<file path="src/rtl/sync_monitor_pkg.sv">
// constants for the sync reference handling and window monitor
//
// Overview of operation
// RULE1 - frequency range and nyquist zone registers steer correction; zone one after reset.
// RULE2 - termination is 100 ohm by default; a register write selects 200 ohm.
// RULE3 - bypass mode keeps latency untouched; a sync event restarts the ramp pattern.
// RULE4 - decimation mode: sync event returns dividers and oscillator phase to known state.
// RULE5 - writing 0x00 to pin configuration 0x146 makes shared_io_pin_0 the sync input.
// RULE6 - one single sync pulse from the source is enough to synchronise.
// RULE7 - software masks choose which internal blocks a sync event resets.
// RULE8 - source places sync rising edge on the sampling clock falling edge.
// RULE9 - sync is captured at the sampling clock rising edge, 60ps after it.
// RULE10 - monitor detects a transition from 60ps before to 140ps after the edge.
// RULE11 - monitor raises exactly one of five window flags; the code raises none when no tap transition is seen.
// RULE12 - monitor status updates on every rising edge of sync reference.
// RULE13 - edge seen bit 6 is sticky; software clears it explicitly.
// RULE14 - status 0x140: bit7 zero, bit6 edge seen, bit5 summary, bits4-0 flags.
// RULE15 - summary bit 5 set when any window flag is set at last update.
package sync_monitor_pkg;

   // ***************************************************************
   // serial frame layout
   // ***************************************************************
   localparam int          FRAME_BITS    = 24;
   localparam int          HEADER_BITS   = 16;
   localparam int          ADDR_W        = 12;
   localparam int          DATA_W        = 8;
   localparam logic [4:0]  CNT_HEADER    = 5'h10;
   localparam logic [4:0]  CNT_LAST      = 5'h17;

   // ***************************************************************
   // register offsets
   // ***************************************************************
   localparam logic [11:0] ADDR_TERM        = 12'h11A;
   localparam logic [11:0] ADDR_FREQ_RANGE  = 12'h132;
   localparam logic [11:0] ADDR_WIN_STATUS  = 12'h140;
   localparam logic [11:0] ADDR_PIN_CFG     = 12'h146;
   localparam logic [11:0] ADDR_SYNC_MASK   = 12'h14A;
   localparam logic [11:0] ADDR_DECIM       = 12'h169;
   localparam logic [11:0] ADDR_NYQ_ZONE    = 12'h16B;

   // ***************************************************************
   // fields and reset values
   // ***************************************************************
   localparam int          STAT_EDGE_BIT    = 6;
   localparam int          STAT_ANY_BIT     = 5;
   localparam int          MASK_DIV_BIT     = 0;
   localparam int          MASK_PHASE_BIT   = 1;
   localparam int          MASK_RAMP_BIT    = 2;
   localparam int          TERM_200_BIT     = 0;
   localparam logic [7:0]  PIN_CFG_SYNC     = 8'h00;
   localparam logic [7:0]  PIN_CFG_RESET    = 8'hFF;
   localparam logic [7:0]  SYNC_MASK_RESET  = 8'h07;
   localparam logic [7:0]  NYQ_ZONE_FIRST   = 8'h00;
   localparam logic [7:0]  FREQ_RANGE_RESET = 8'h00;
   localparam logic [7:0]  TERM_RESET       = 8'h00;
   localparam logic [7:0]  DECIM_RESET      = 8'h00;
   localparam logic [7:0]  READ_UNMAPPED    = 8'h00;

   // ***************************************************************
   // detector timing, in ps, relative to the sampling rising edge
   // ***************************************************************
   localparam int          CAPTURE_DELAY_PS = 60;
   localparam int          WIN_START_PS     = -60;
   localparam int          WIN_END_PS       = 140;
   localparam int          WIN_STEP_PS      = 40;
   localparam int          NUM_WINDOWS      = (WIN_END_PS - WIN_START_PS) / WIN_STEP_PS;
   localparam int          NUM_TAPS         = NUM_WINDOWS + 1;

endpackage : sync_monitor_pkg

</file>
<file path="src/rtl/sync_ctl_if.sv">
// link between the sync core and the window classifier
`timescale 1ns/1ps
interface sync_ctl_if;
   logic                                   sync_event;
   logic [sync_monitor_pkg::NUM_TAPS-1:0]    taps;
   logic [sync_monitor_pkg::NUM_WINDOWS-1:0] flags;
   logic                                   any;

   modport core (
      output sync_event,
      output taps,
      input  flags,
      input  any
   );

   modport classifier (
      input  sync_event,
      input  taps,
      output flags,
      output any
   );
endinterface : sync_ctl_if

</file>
<file path="src/rtl/sync_counter.sv">
// free running counter that a sync event returns to zero
`timescale 1ns/1ps
module sync_counter #(
   parameter int          WIDTH = 14,
   parameter logic [31:0] STEP  = 32'h0000_0001
) (
   input  wire logic             core_clk_i,
   input  wire logic             rst_n_i,
   input  wire logic             sync_clear_i,
   output logic [WIDTH-1:0]      value_o
);
   logic [WIDTH-1:0] value_q;
   logic [WIDTH-1:0] value_d;

   assign value_d = sync_clear_i ? '0 : value_q + WIDTH'(STEP);
   assign value_o = value_q;

   always_ff @(posedge core_clk_i or negedge rst_n_i) begin
      if (!rst_n_i) begin
         value_q <= '0;
      end else begin
         value_q <= value_d;
      end
   end
endmodule : sync_counter

</file>
<file path="src/rtl/sync_ref_monitor.sv">
// sync reference capture, sync masks, window monitor and serial registers
`timescale 1ns/1ps
module sync_ref_monitor #(
   parameter int          RAMP_W      = 14,
   parameter int          DIV_W       = 16,
   parameter int          PHASE_W     = 48,
   parameter logic [31:0] PHASE_STEP  = 32'h0000_0001
) (
   input  wire logic                                   core_clk_i,
   input  wire logic                                   rst_n_i,
   // serial register port
   input  wire logic                                   sclk_i,
   input  wire logic                                   sen_i,
   input  wire logic                                   sdio_i,
   output logic                                        sdio_o,
   output logic                                        sdio_oe_o,
   // shared pin and edge detector taps
   input  wire logic                                   shared_io_pin_0_i,
   input  wire logic [sync_monitor_pkg::NUM_TAPS-1:0]  sync_taps_i,
   // configuration seen by the analog side
   output logic                                        term_200_o,
   output logic [7:0]                                  freq_range_o,
   output logic [7:0]                                  nyquist_zone_o,
   output logic                                        decim_enable_o,
   output logic                                        sync_pin_selected_o,
   // internal state reset by sync events, window status updated by them
   output logic [RAMP_W-1:0]                           ramp_o,
   output logic [DIV_W-1:0]                            div_count_o,
   output logic [PHASE_W-1:0]                          osc_phase_o,
   output logic [7:0]                                  sync_window_status_o
);

   // ***************************************************************
   // serial port sampling
   // ***************************************************************
   logic        sclk_q;
   logic        sclk_rise;
   logic        sclk_fall;
   logic        frame_active;

   assign frame_active = ~sen_i;
   assign sclk_rise    = frame_active & sclk_i & ~sclk_q;
   assign sclk_fall    = frame_active & ~sclk_i & sclk_q;

   always_ff @(posedge core_clk_i or negedge rst_n_i) begin
      if (!rst_n_i) begin
         sclk_q <= 1'b0;
      end else begin
         sclk_q <= sclk_i;
      end
   end

   // ***************************************************************
   // serial frame shifter
   // ***************************************************************
   logic [4:0]                            bit_cnt_q;
   logic [4:0]                            bit_cnt_d;
   logic [sync_monitor_pkg::FRAME_BITS-2:0] shift_q;
   logic [sync_monitor_pkg::FRAME_BITS-2:0] shift_d;
   logic                                  is_read_q;
   logic                                  header_done;
   logic                                  frame_done;
   logic [sync_monitor_pkg::ADDR_W-1:0]   hdr_addr;
   logic [sync_monitor_pkg::ADDR_W-1:0]   addr_q;
   logic [sync_monitor_pkg::DATA_W-1:0]   wr_data;
   logic                                  wr_en;

   assign header_done = sclk_rise & (bit_cnt_q == sync_monitor_pkg::CNT_HEADER - 5'h01);
   assign frame_done  = sclk_rise & (bit_cnt_q == sync_monitor_pkg::CNT_LAST);
   assign hdr_addr    = {shift_q[10:0], sdio_i};
   assign wr_data     = {shift_q[6:0], sdio_i};
   assign wr_en       = frame_done & ~is_read_q;
   assign shift_d     = sclk_rise ? {shift_q[21:0], sdio_i} : shift_q;
   assign bit_cnt_d   = !frame_active ? 5'h00 :
                        (sclk_rise && bit_cnt_q != sync_monitor_pkg::CNT_LAST + 5'h01) ?
                        bit_cnt_q + 5'h01 : bit_cnt_q;

   always_ff @(posedge core_clk_i or negedge rst_n_i) begin
      if (!rst_n_i) begin
         bit_cnt_q <= 5'h00;
         shift_q   <= '0;
      end else begin
         bit_cnt_q <= bit_cnt_d;
         shift_q   <= shift_d;
      end
   end

   // first bit of a frame selects read
   always_ff @(posedge core_clk_i or negedge rst_n_i) begin
      if (!rst_n_i) begin
         is_read_q <= 1'b0;
      end else if (sclk_rise && bit_cnt_q == 5'h00) begin
         is_read_q <= sdio_i;
      end
   end

   always_ff @(posedge core_clk_i or negedge rst_n_i) begin
      if (!rst_n_i) begin
         addr_q <= '0;
      end else if (header_done) begin
         addr_q <= hdr_addr;
      end
   end

   // ***************************************************************
   // write decode
   // ***************************************************************
   logic we_term;
   logic we_freq;
   logic we_stat;
   logic we_pin;
   logic we_mask;
   logic we_decim;
   logic we_nyq;

   assign we_term  = wr_en & (addr_q == sync_monitor_pkg::ADDR_TERM);
   assign we_freq  = wr_en & (addr_q == sync_monitor_pkg::ADDR_FREQ_RANGE);
   assign we_stat  = wr_en & (addr_q == sync_monitor_pkg::ADDR_WIN_STATUS);
   assign we_pin   = wr_en & (addr_q == sync_monitor_pkg::ADDR_PIN_CFG);
   assign we_mask  = wr_en & (addr_q == sync_monitor_pkg::ADDR_SYNC_MASK);
   assign we_decim = wr_en & (addr_q == sync_monitor_pkg::ADDR_DECIM);
   assign we_nyq   = wr_en & (addr_q == sync_monitor_pkg::ADDR_NYQ_ZONE);

   // ***************************************************************
   // configuration registers
   // ***************************************************************
   logic [7:0] term_q;
   logic [7:0] freq_q;
   logic [7:0] pin_cfg_q;
   logic [7:0] mask_q;
   logic [7:0] decim_q;
   logic [7:0] nyq_q;

   always_ff @(posedge core_clk_i or negedge rst_n_i) begin
      if (!rst_n_i) begin
         term_q <= sync_monitor_pkg::TERM_RESET;                         // see RULE2
         freq_q <= sync_monitor_pkg::FREQ_RANGE_RESET;
         nyq_q  <= sync_monitor_pkg::NYQ_ZONE_FIRST;                     // see RULE1
      end else begin
         if (we_term) term_q <= wr_data;                                 // see RULE2
         if (we_freq) freq_q <= wr_data;                                 // see RULE1
         if (we_nyq)  nyq_q  <= wr_data;                                 // see RULE1
      end
   end

   always_ff @(posedge core_clk_i or negedge rst_n_i) begin
      if (!rst_n_i) begin
         pin_cfg_q <= sync_monitor_pkg::PIN_CFG_RESET;
         mask_q    <= sync_monitor_pkg::SYNC_MASK_RESET;
         decim_q   <= sync_monitor_pkg::DECIM_RESET;
      end else begin
         if (we_pin)   pin_cfg_q <= wr_data;                             // see RULE5
         if (we_mask)  mask_q    <= wr_data;                             // see RULE7
         if (we_decim) decim_q   <= {4'h0, wr_data[3:0]};
      end
   end

   assign term_200_o     = term_q[sync_monitor_pkg::TERM_200_BIT];       // see RULE2
   assign freq_range_o   = freq_q;
   assign nyquist_zone_o = nyq_q;
   assign decim_enable_o = decim_q[3:0] != 4'h0;

   // ***************************************************************
   // sync reference capture
   // ***************************************************************
   logic pin_is_sync;
   logic sync_level;
   logic sync_prev_q;
   logic sync_event;

   assign pin_is_sync         = pin_cfg_q == sync_monitor_pkg::PIN_CFG_SYNC; // see RULE5
   assign sync_pin_selected_o = pin_is_sync;
   // pin is already sampled on the rising sampling edge
   assign sync_level          = shared_io_pin_0_i & pin_is_sync;        // see RULE9
   // one rising edge is a full event, no pulse train needed
   assign sync_event          = sync_level & ~sync_prev_q;              // see RULE6

   always_ff @(posedge core_clk_i or negedge rst_n_i) begin
      if (!rst_n_i) begin
         sync_prev_q <= 1'b0;
      end else begin
         sync_prev_q <= sync_level;
      end
   end

   // ***************************************************************
   // sync masks steer which state is reset
   // ***************************************************************
   logic clr_div;
   logic clr_phase;
   logic clr_ramp;

   assign clr_div   = sync_event & decim_enable_o
                      & mask_q[sync_monitor_pkg::MASK_DIV_BIT];          // see RULE4
   assign clr_phase = sync_event & decim_enable_o
                      & mask_q[sync_monitor_pkg::MASK_PHASE_BIT];        // see RULE7
   // bypass latency is fixed, only the ramp restarts
   assign clr_ramp  = sync_event & ~decim_enable_o
                      & mask_q[sync_monitor_pkg::MASK_RAMP_BIT];         // see RULE3

   sync_counter #(
      .WIDTH (DIV_W),
      .STEP  (32'h0000_0001)
   ) u_divider (
      .core_clk_i   (core_clk_i),
      .rst_n_i      (rst_n_i),
      .sync_clear_i (clr_div),
      .value_o      (div_count_o)
   );

   sync_counter #(
      .WIDTH (PHASE_W),
      .STEP  (PHASE_STEP)
   ) u_osc_phase (
      .core_clk_i   (core_clk_i),
      .rst_n_i      (rst_n_i),
      .sync_clear_i (clr_phase),
      .value_o      (osc_phase_o)
   );

   sync_counter #(
      .WIDTH (RAMP_W),
      .STEP  (32'h0000_0001)
   ) u_ramp (
      .core_clk_i   (core_clk_i),
      .rst_n_i      (rst_n_i),
      .sync_clear_i (clr_ramp),
      .value_o      (ramp_o)
   );

   // ***************************************************************
   // window monitor
   // ***************************************************************
   sync_ctl_if ctl ();

   assign ctl.sync_event = sync_event;                                   // see RULE12
   assign ctl.taps       = sync_taps_i;                                  // see RULE10

   sync_window_classifier u_classifier (
      .core_clk_i (core_clk_i),
      .rst_n_i    (rst_n_i),
      .ctl        (ctl)
   );

   logic edge_seen_q;
   logic edge_clr;

   assign edge_clr = we_stat & wr_data[sync_monitor_pkg::STAT_EDGE_BIT];

   // set wins over a clear in the same cycle
   always_ff @(posedge core_clk_i or negedge rst_n_i) begin
      if (!rst_n_i) begin
         edge_seen_q <= 1'b0;
      end else if (sync_event) begin
         edge_seen_q <= 1'b1;                                            // see RULE13
      end else if (edge_clr) begin
         edge_seen_q <= 1'b0;                                            // see RULE13
      end
   end

   logic [7:0] status_word;

   assign status_word = {1'b0, edge_seen_q, ctl.any, ctl.flags};         // see RULE14
   assign sync_window_status_o = status_word;

   // ***************************************************************
   // read path
   // ***************************************************************
   logic [7:0] rd_mux;
   logic [7:0] rd_sh_q;
   logic       sdio_q;
   logic       rd_phase;

   assign rd_mux = (hdr_addr == sync_monitor_pkg::ADDR_TERM)       ? term_q    :
                   (hdr_addr == sync_monitor_pkg::ADDR_FREQ_RANGE) ? freq_q    :
                   (hdr_addr == sync_monitor_pkg::ADDR_WIN_STATUS) ? status_word :
                   (hdr_addr == sync_monitor_pkg::ADDR_PIN_CFG)    ? pin_cfg_q :
                   (hdr_addr == sync_monitor_pkg::ADDR_SYNC_MASK)  ? mask_q    :
                   (hdr_addr == sync_monitor_pkg::ADDR_DECIM)      ? decim_q   :
                   (hdr_addr == sync_monitor_pkg::ADDR_NYQ_ZONE)   ? nyq_q     :
                   sync_monitor_pkg::READ_UNMAPPED;

   assign rd_phase = frame_active & is_read_q
                     & (bit_cnt_q >= sync_monitor_pkg::CNT_HEADER)
                     & (bit_cnt_q <= sync_monitor_pkg::CNT_LAST);

   // data bits leave on falling serial clock, msb first
   always_ff @(posedge core_clk_i or negedge rst_n_i) begin
      if (!rst_n_i) begin
         rd_sh_q <= 8'h00;
         sdio_q  <= 1'b0;
      end else if (header_done) begin
         rd_sh_q <= rd_mux;
      end else if (sclk_fall && rd_phase) begin
         sdio_q  <= rd_sh_q[7];
         rd_sh_q <= {rd_sh_q[6:0], 1'b0};
      end
   end

   assign sdio_o    = sdio_q;
   assign sdio_oe_o = rd_phase;

endmodule : sync_ref_monitor

</file>
<file path="src/rtl/sync_window_classifier.sv">
// turns detector taps into at most one window flag per sync edge
`timescale 1ns/1ps
module sync_window_classifier (
   input  wire logic          core_clk_i,
   input  wire logic          rst_n_i,
   sync_ctl_if.classifier     ctl
);
   localparam int NW = sync_monitor_pkg::NUM_WINDOWS;

   logic [NW-1:0] trans;
   logic [NW-1:0] onehot;
   logic [NW-1:0] flags_q;
   logic          any_q;

   // a transition between neighbouring taps marks the window
   assign trans  = ctl.taps[NW-1:0] ^ ctl.taps[NW:1];                    // see RULE10
   // lowest window wins so only one flag rises
   assign onehot = trans & (~trans + {{(NW-1){1'b0}}, 1'b1});            // see RULE11

   assign ctl.flags = flags_q;
   assign ctl.any   = any_q;

   always_ff @(posedge core_clk_i or negedge rst_n_i) begin
      if (!rst_n_i) begin
         flags_q <= '0;
         any_q   <= 1'b0;
      end else if (ctl.sync_event) begin                                 // see RULE12
         flags_q <= onehot;
         any_q   <= |onehot;                                             // see RULE15
      end
   end
endmodule : sync_window_classifier
</file>
<file path="config.mk">
export PLATFORM = sky130hd
export DESIGN_NAME = sync_ref_monitor
export DESIGN_NICKNAME = d
export VERILOG_FILES = /design/src/rtl/sync_monitor_pkg.sv /design/src/rtl/sync_ctl_if.sv /design/src/rtl/sync_counter.sv /design/src/rtl/sync_ref_monitor.sv /design/src/rtl/sync_window_classifier.sv
export SDC_FILE = /design/constraint.sdc
export NUM_CORES = 1
export LEC_CHECK = 0
export ABC_CLOCK_PERIOD_IN_PS = 6700
export BUFFER_PORTS_ARGS = -buffer_cell sky130_fd_sc_hd__buf_4
export CAP_MARGIN = 20
export CELL_PAD_IN_SITES_DETAIL_PLACEMENT = 1
export CELL_PAD_IN_SITES_GLOBAL_PLACEMENT = 1
export CORE_AREA = 2 2 136 138
export DETAILED_ROUTE_END_ITERATION = 6
export DIE_AREA = 0 0 138 140
export PLACE_DENSITY_LB_ADDON = 0.1
export SYNTH_ARGS = -nofsm -noshare
export SYNTH_HDL_FRONTEND = slang
export SYNTH_HIERARCHICAL = 1
export SYNTH_SLANG_ARGS = --single-unit
</file>
<file path="constraint.sdc">
create_clock -name core_clk_i -period 6.7 [get_ports core_clk_i]
set_clock_uncertainty 0.1 [all_clocks]
set_input_delay 1.005 -clock core_clk_i [delete_from_list [all_inputs] [get_ports core_clk_i]]
set_output_delay 1.005 -clock core_clk_i [all_outputs]
set_load 0.02 [all_outputs]
</file>
==> reports/metrics.json <==
{
  "via_per_instance_ratio": 5.96,
  "chipHeight_um": 140,
  "ff2ff_path_depth": 6,
  "warnings_synthesis": 6,
  "synth.most_common_cell": "sky130_fd_sc_hd__dfrtp_1",
  "finalWirelength_um": 24500,
  "yosys_register_bits": 169,
  "antenna_found_initial": 0,
  "slew_headroom_pct": 32.7,
  "r2r_setup_slack_ns": 3.74,
  "critical_path.slowest_cell": "sky130_fd_sc_hd__nor4_4",
  "postCtsSetupBuffers": 0,
  "syn-cell-area_um2": 8610,
  "critical_path_arrival_ns": 3.18,
  "route.vias.total": 7132,
  "post_drt_wl_per_cell_um": 20.4,
  "finalWorstPathRequiredPeriod_ns": 2.96,
  "ys_seq_area_share_pct": 49.3,
  "cts.htree.levels": 4,
  "first_global_vias": 7614,
  "r2r-end": "term_q[6]",
  "max-cap-violations": 0,
  "synth_cell_types": 75,
  "synth_ff_type": "sky130_fd_sc_hd__dfrtp_1",
  "initial_utilization_pct": 48.4,
  "numCtsBuffers": 17,
  "endpoint_kind": "flip-flop",
  "syn_avg_cell_area_um2": 10.1,
  "num-fill-cells": 1998,
  "post_cts_resize_count": 0,
  "fmax_mhz": 338,
  "drive_above_1_share_pct": 26.3,
  "cells_traversed_along_the_worst_timing_path": "ha_1, nand4b_1, or3_4, or4b_4, nor4_4, mux2_2",
  "timing.hold.worst_endpoint": "addr_q[11]",
  "seq_power_share_pct": 47.4,
  "fin_crit_sh_pct": 44.2,
  "critPathLaunchType": "flip-flop",
  "crit_path_max_incr_delay_ns": 0.60,
  "p_leak_nw": 4.46,
  "synth_nets": 868,
  "grt_max_degree": 108,
  "clockPowerShare_pct": 43.8,
  "finalSetupViolations": 0,
  "antenna_cells_inserted": 0,
  "grt_pass1_wl_um": 40200,
  "vdd.ir_drop.worst_v": 0.000204,
  "power-per-cell-area_nw_per_um2": 240,
  "fin_cells": 1196,
  "cts.reportedPaths.clkPinSlew_ns": 0.07,
  "cts_buffer_depth": 2,
  "hold_vio_cnt_final": 0,
  "flow.area_growth_from_synthesis_pct": 19.6,
  "edff_count_synth": 0,
  "grtUsageTotal_pct": 25.7,
  "setup_total_negative_slack_ns": 0,
  "rows": 49,
  "fin_util_pct": 57.9,
  "synth_largest_area_cell": "sky130_fd_sc_hd__dfrtp_1",
  "cts_hold_buf": 0,
  "syn-instance-count": 850,
  "placed_cells": 1162,
  "cells_taking_the_most_area_after_synthesis": "sky130_fd_sc_hd__dfrtp_1 46%, sky130_fd_sc_hd__mux2_2 8.0%, sky130_fd_sc_hd__nand2_1 3.8%",
  "number_of_nets_with_antenna_violations_after_routing": 0,
  "power_switching_share_pct": 26.5,
  "port_buf_inserts": 117,
  "clkSinkCount": 169,
  "fin_total_pwr_w": 0.00247,
  "die-width_um": 138,
  "clock_root_cell": "sky130_fd_sc_hd__clkbuf_16",
  "drc_errors": 0,
  "worstHoldPathCells": 2,
  "combPwrFrac_pct": 8.7,
  "run_status": "complete, no violations",
  "boundaryPins": 119,
  "fp.dieArea_um2": 19300,
  "coreArea_um2": 17800,
  "timing_worst_setup_path_type": "reg2reg",
  "regToRegStartpoint": "bit_cnt_q[0]",
  "asyncSetResetFlopFracSynth_pct": 100,
  "holdCritStartpoint": "addr_q[11]",
  "clock_insertion_delay_worst_skew_ns": 0.44,
  "worst_margin_pin_slew_ns": 1.01,
  "path_max_fanout": 8,
  "netSwitchingPower_w": 0.000654,
  "place_worst_setup_slack_ns": 3.03,
  "internal_power_w": 0.00181,
  "timing.critical_path.required_ns": 6.92,
  "tritoncts": "done",
  "setup_repair_after_global_routing_missed_its_margin": "no",
  "grt_overflow": 0,
  "dr.first_iter.drc_count": 449,
  "hpwlAfterDp_um": 16700,
  "final_net_count": 972,
  "synth_top_area_share_pct": 45.9,
  "yosys-top-cells-count": "158 x sky130_fd_sc_hd__dfrtp_1, 88 x sky130_fd_sc_hd__nand2_1, 84 x sky130_fd_sc_hd__nor2_1, 61 x sky130_fd_sc_hd__mux2_2, 42 x sky130_fd_sc_hd__nand3_1",
  "place_congestion": 0.895,
  "timing.final.ws_setup_ns": 3.74,
  "timing.final.max_slew_violations": 0,
  "min-delay-path-class": "reg2reg",
  "drt_pre_antenna_iters": 5
}
-- through the flow --
stage,hold WS (ns),cell area (µm²)
floorplan,0.338,8610
detailed placement,0.364,9640
global placement,0.362,9640
finish,0.377,10300
CTS,0.381,10300
global route,0.416,10300
-- power by group through the flow --
| stage | combinational [W] | clock, W | sequential [W] |
|---|---|---|---|
| floorplan | 0.000181 | 0 | 0.00111 |
| global placement | 0.000204 | 0 | 0.00118 |
| detailed placement | 0.000212 | 0 | 0.00119 |
| CTS | 0.000216 | 0.00110 | 0.00117 |
| global route | 0.000238 | 0.00114 | 0.00118 |
| finish | 0.000215 | 0.00108 | 0.00117 |
-- worst max-delay path: cells and delay by family (launching register included) --
kind | cells | cell delay, ns
multiplexers | 1 | 0.41
flip-flops | 1 | 0.42
AND/OR/NAND/NOR | 4 | 1.67
adder cells (fa/ha/maj) | 1 | 0.23
-- worst max path at each step --
stage / to / cells past startpoint / from / slack [ns]
3_3_place_gp: u_osc_phase/value_o[35] / 7 / pin_cfg_q[2] / 3.19
4_1_cts: u_osc_phase/value_o[39] / 7 / pin_cfg_q[2] / 2.97
2_1_floorplan: freq_range_o[0] / 7 / sen_i / 3.76
3_5_place_dp: u_osc_phase/value_o[39] / 7 / pin_cfg_q[2] / 3.03
6_report: term_q[6] / 6 / bit_cnt_q[0] / 3.74
5_1_grt: u_osc_phase/value_o[47] / 7 / pin_cfg_q[2] / 3.59
-- placed cells by master, fill, tap and decap left out, types with 5 or more instances in the layout --
cell type / n
sky130_fd_sc_hd__mux2i_1: 6
sky130_fd_sc_hd__clkbuf_16: 17
sky130_fd_sc_hd__o31ai_1: 8
sky130_fd_sc_hd__o21ai_0: 25
sky130_fd_sc_hd__dfrtp_1: 158
sky130_fd_sc_hd__bufinv_16: 5
sky130_fd_sc_hd__a21o_1: 7
sky130_fd_sc_hd__xor2_1: 18
sky130_fd_sc_hd__nor3_1: 18
sky130_fd_sc_hd__nand4_1: 24
sky130_fd_sc_hd__ha_1: 6
sky130_fd_sc_hd__buf_4: 119
sky130_fd_sc_hd__nand2_1: 88
sky130_fd_sc_hd__o22ai_1: 7
sky130_fd_sc_hd__clkinvlp_4: 5
sky130_fd_sc_hd__nor2_1: 84
sky130_fd_sc_hd__inv_1: 27
sky130_fd_sc_hd__nand3_1: 42
sky130_fd_sc_hd__nor2b_1: 18
sky130_fd_sc_hd__xnor2_1: 31
sky130_fd_sc_hd__and2_1: 5
sky130_fd_sc_hd__mux2_2: 61
sky130_fd_sc_hd__nor4_1: 15
sky130_fd_sc_hd__and4_1: 6
sky130_fd_sc_hd__or3_1: 10
sky130_fd_sc_hd__a21oi_1: 30
sky130_fd_sc_hd__and3_1: 10
sky130_fd_sc_hd__dfstp_2: 11
sky130_fd_sc_hd__or4_1: 13
sky130_fd_sc_hd__nor3b_1: 5
-- per-layer routing --
layer / track usage, % / up-vias / wire, µm
met5: 0 / - / 0
met4: 10.7 / 0 / 721
met3: 4.68 / 52 / 748
met2: 45.8 / 151 / 13000
met1: 30.8 / 3669 / 10000
li1: - / 3260 / -
-- sequential cells by signal (all words and copies together) (netlist names), 4 cells and up --
register,cells
decim_q,4
addr_q,12
rd_sh_q,8
u_classifier/ctl.flags,5
pin_cfg_q,8
mask_q,8
u_ramp/value_o,14
freq_range_o,8
shift_q,11
bit_cnt_q,5
u_osc_phase/value_o,48
nyquist_zone_o,8
term_q,8
u_divider/value_o,16
-- cell families (layout without fill, tap and decap cells) --
group / Yosys count / count (layout) / synth area share, %
AOI/OAI and AO/OA: 106 / 106 / 7.72
xor gates and xnor gates: 49 / 49 / 4.99
adders and majority gates: 6 / 6 / 0.872
buffers and inverters: 63 / 180 / 2.95
DFF: 169 / 169 / 49.3
muxes: 68 / 68 / 8.81
other: 1 / 1 / 0.0436
and+or+nand+nor: 388 / 388 / 25.3
-- layout make-up --
cell class | count | area (µm²) | area share [%]
multi-input combinational | 618 | 4110 | 39.9
inverter | 27 | 101 | 0.984
tap | 229 | 287 | 2.78
timing repair buffer | 121 | 910 | 8.84
clock buffer | 20 | 447 | 4.34
clock inverter | 12 | 198 | 1.92
sequential | 169 | 4240 | 41.2
Power figures use the tool's default switching activity.
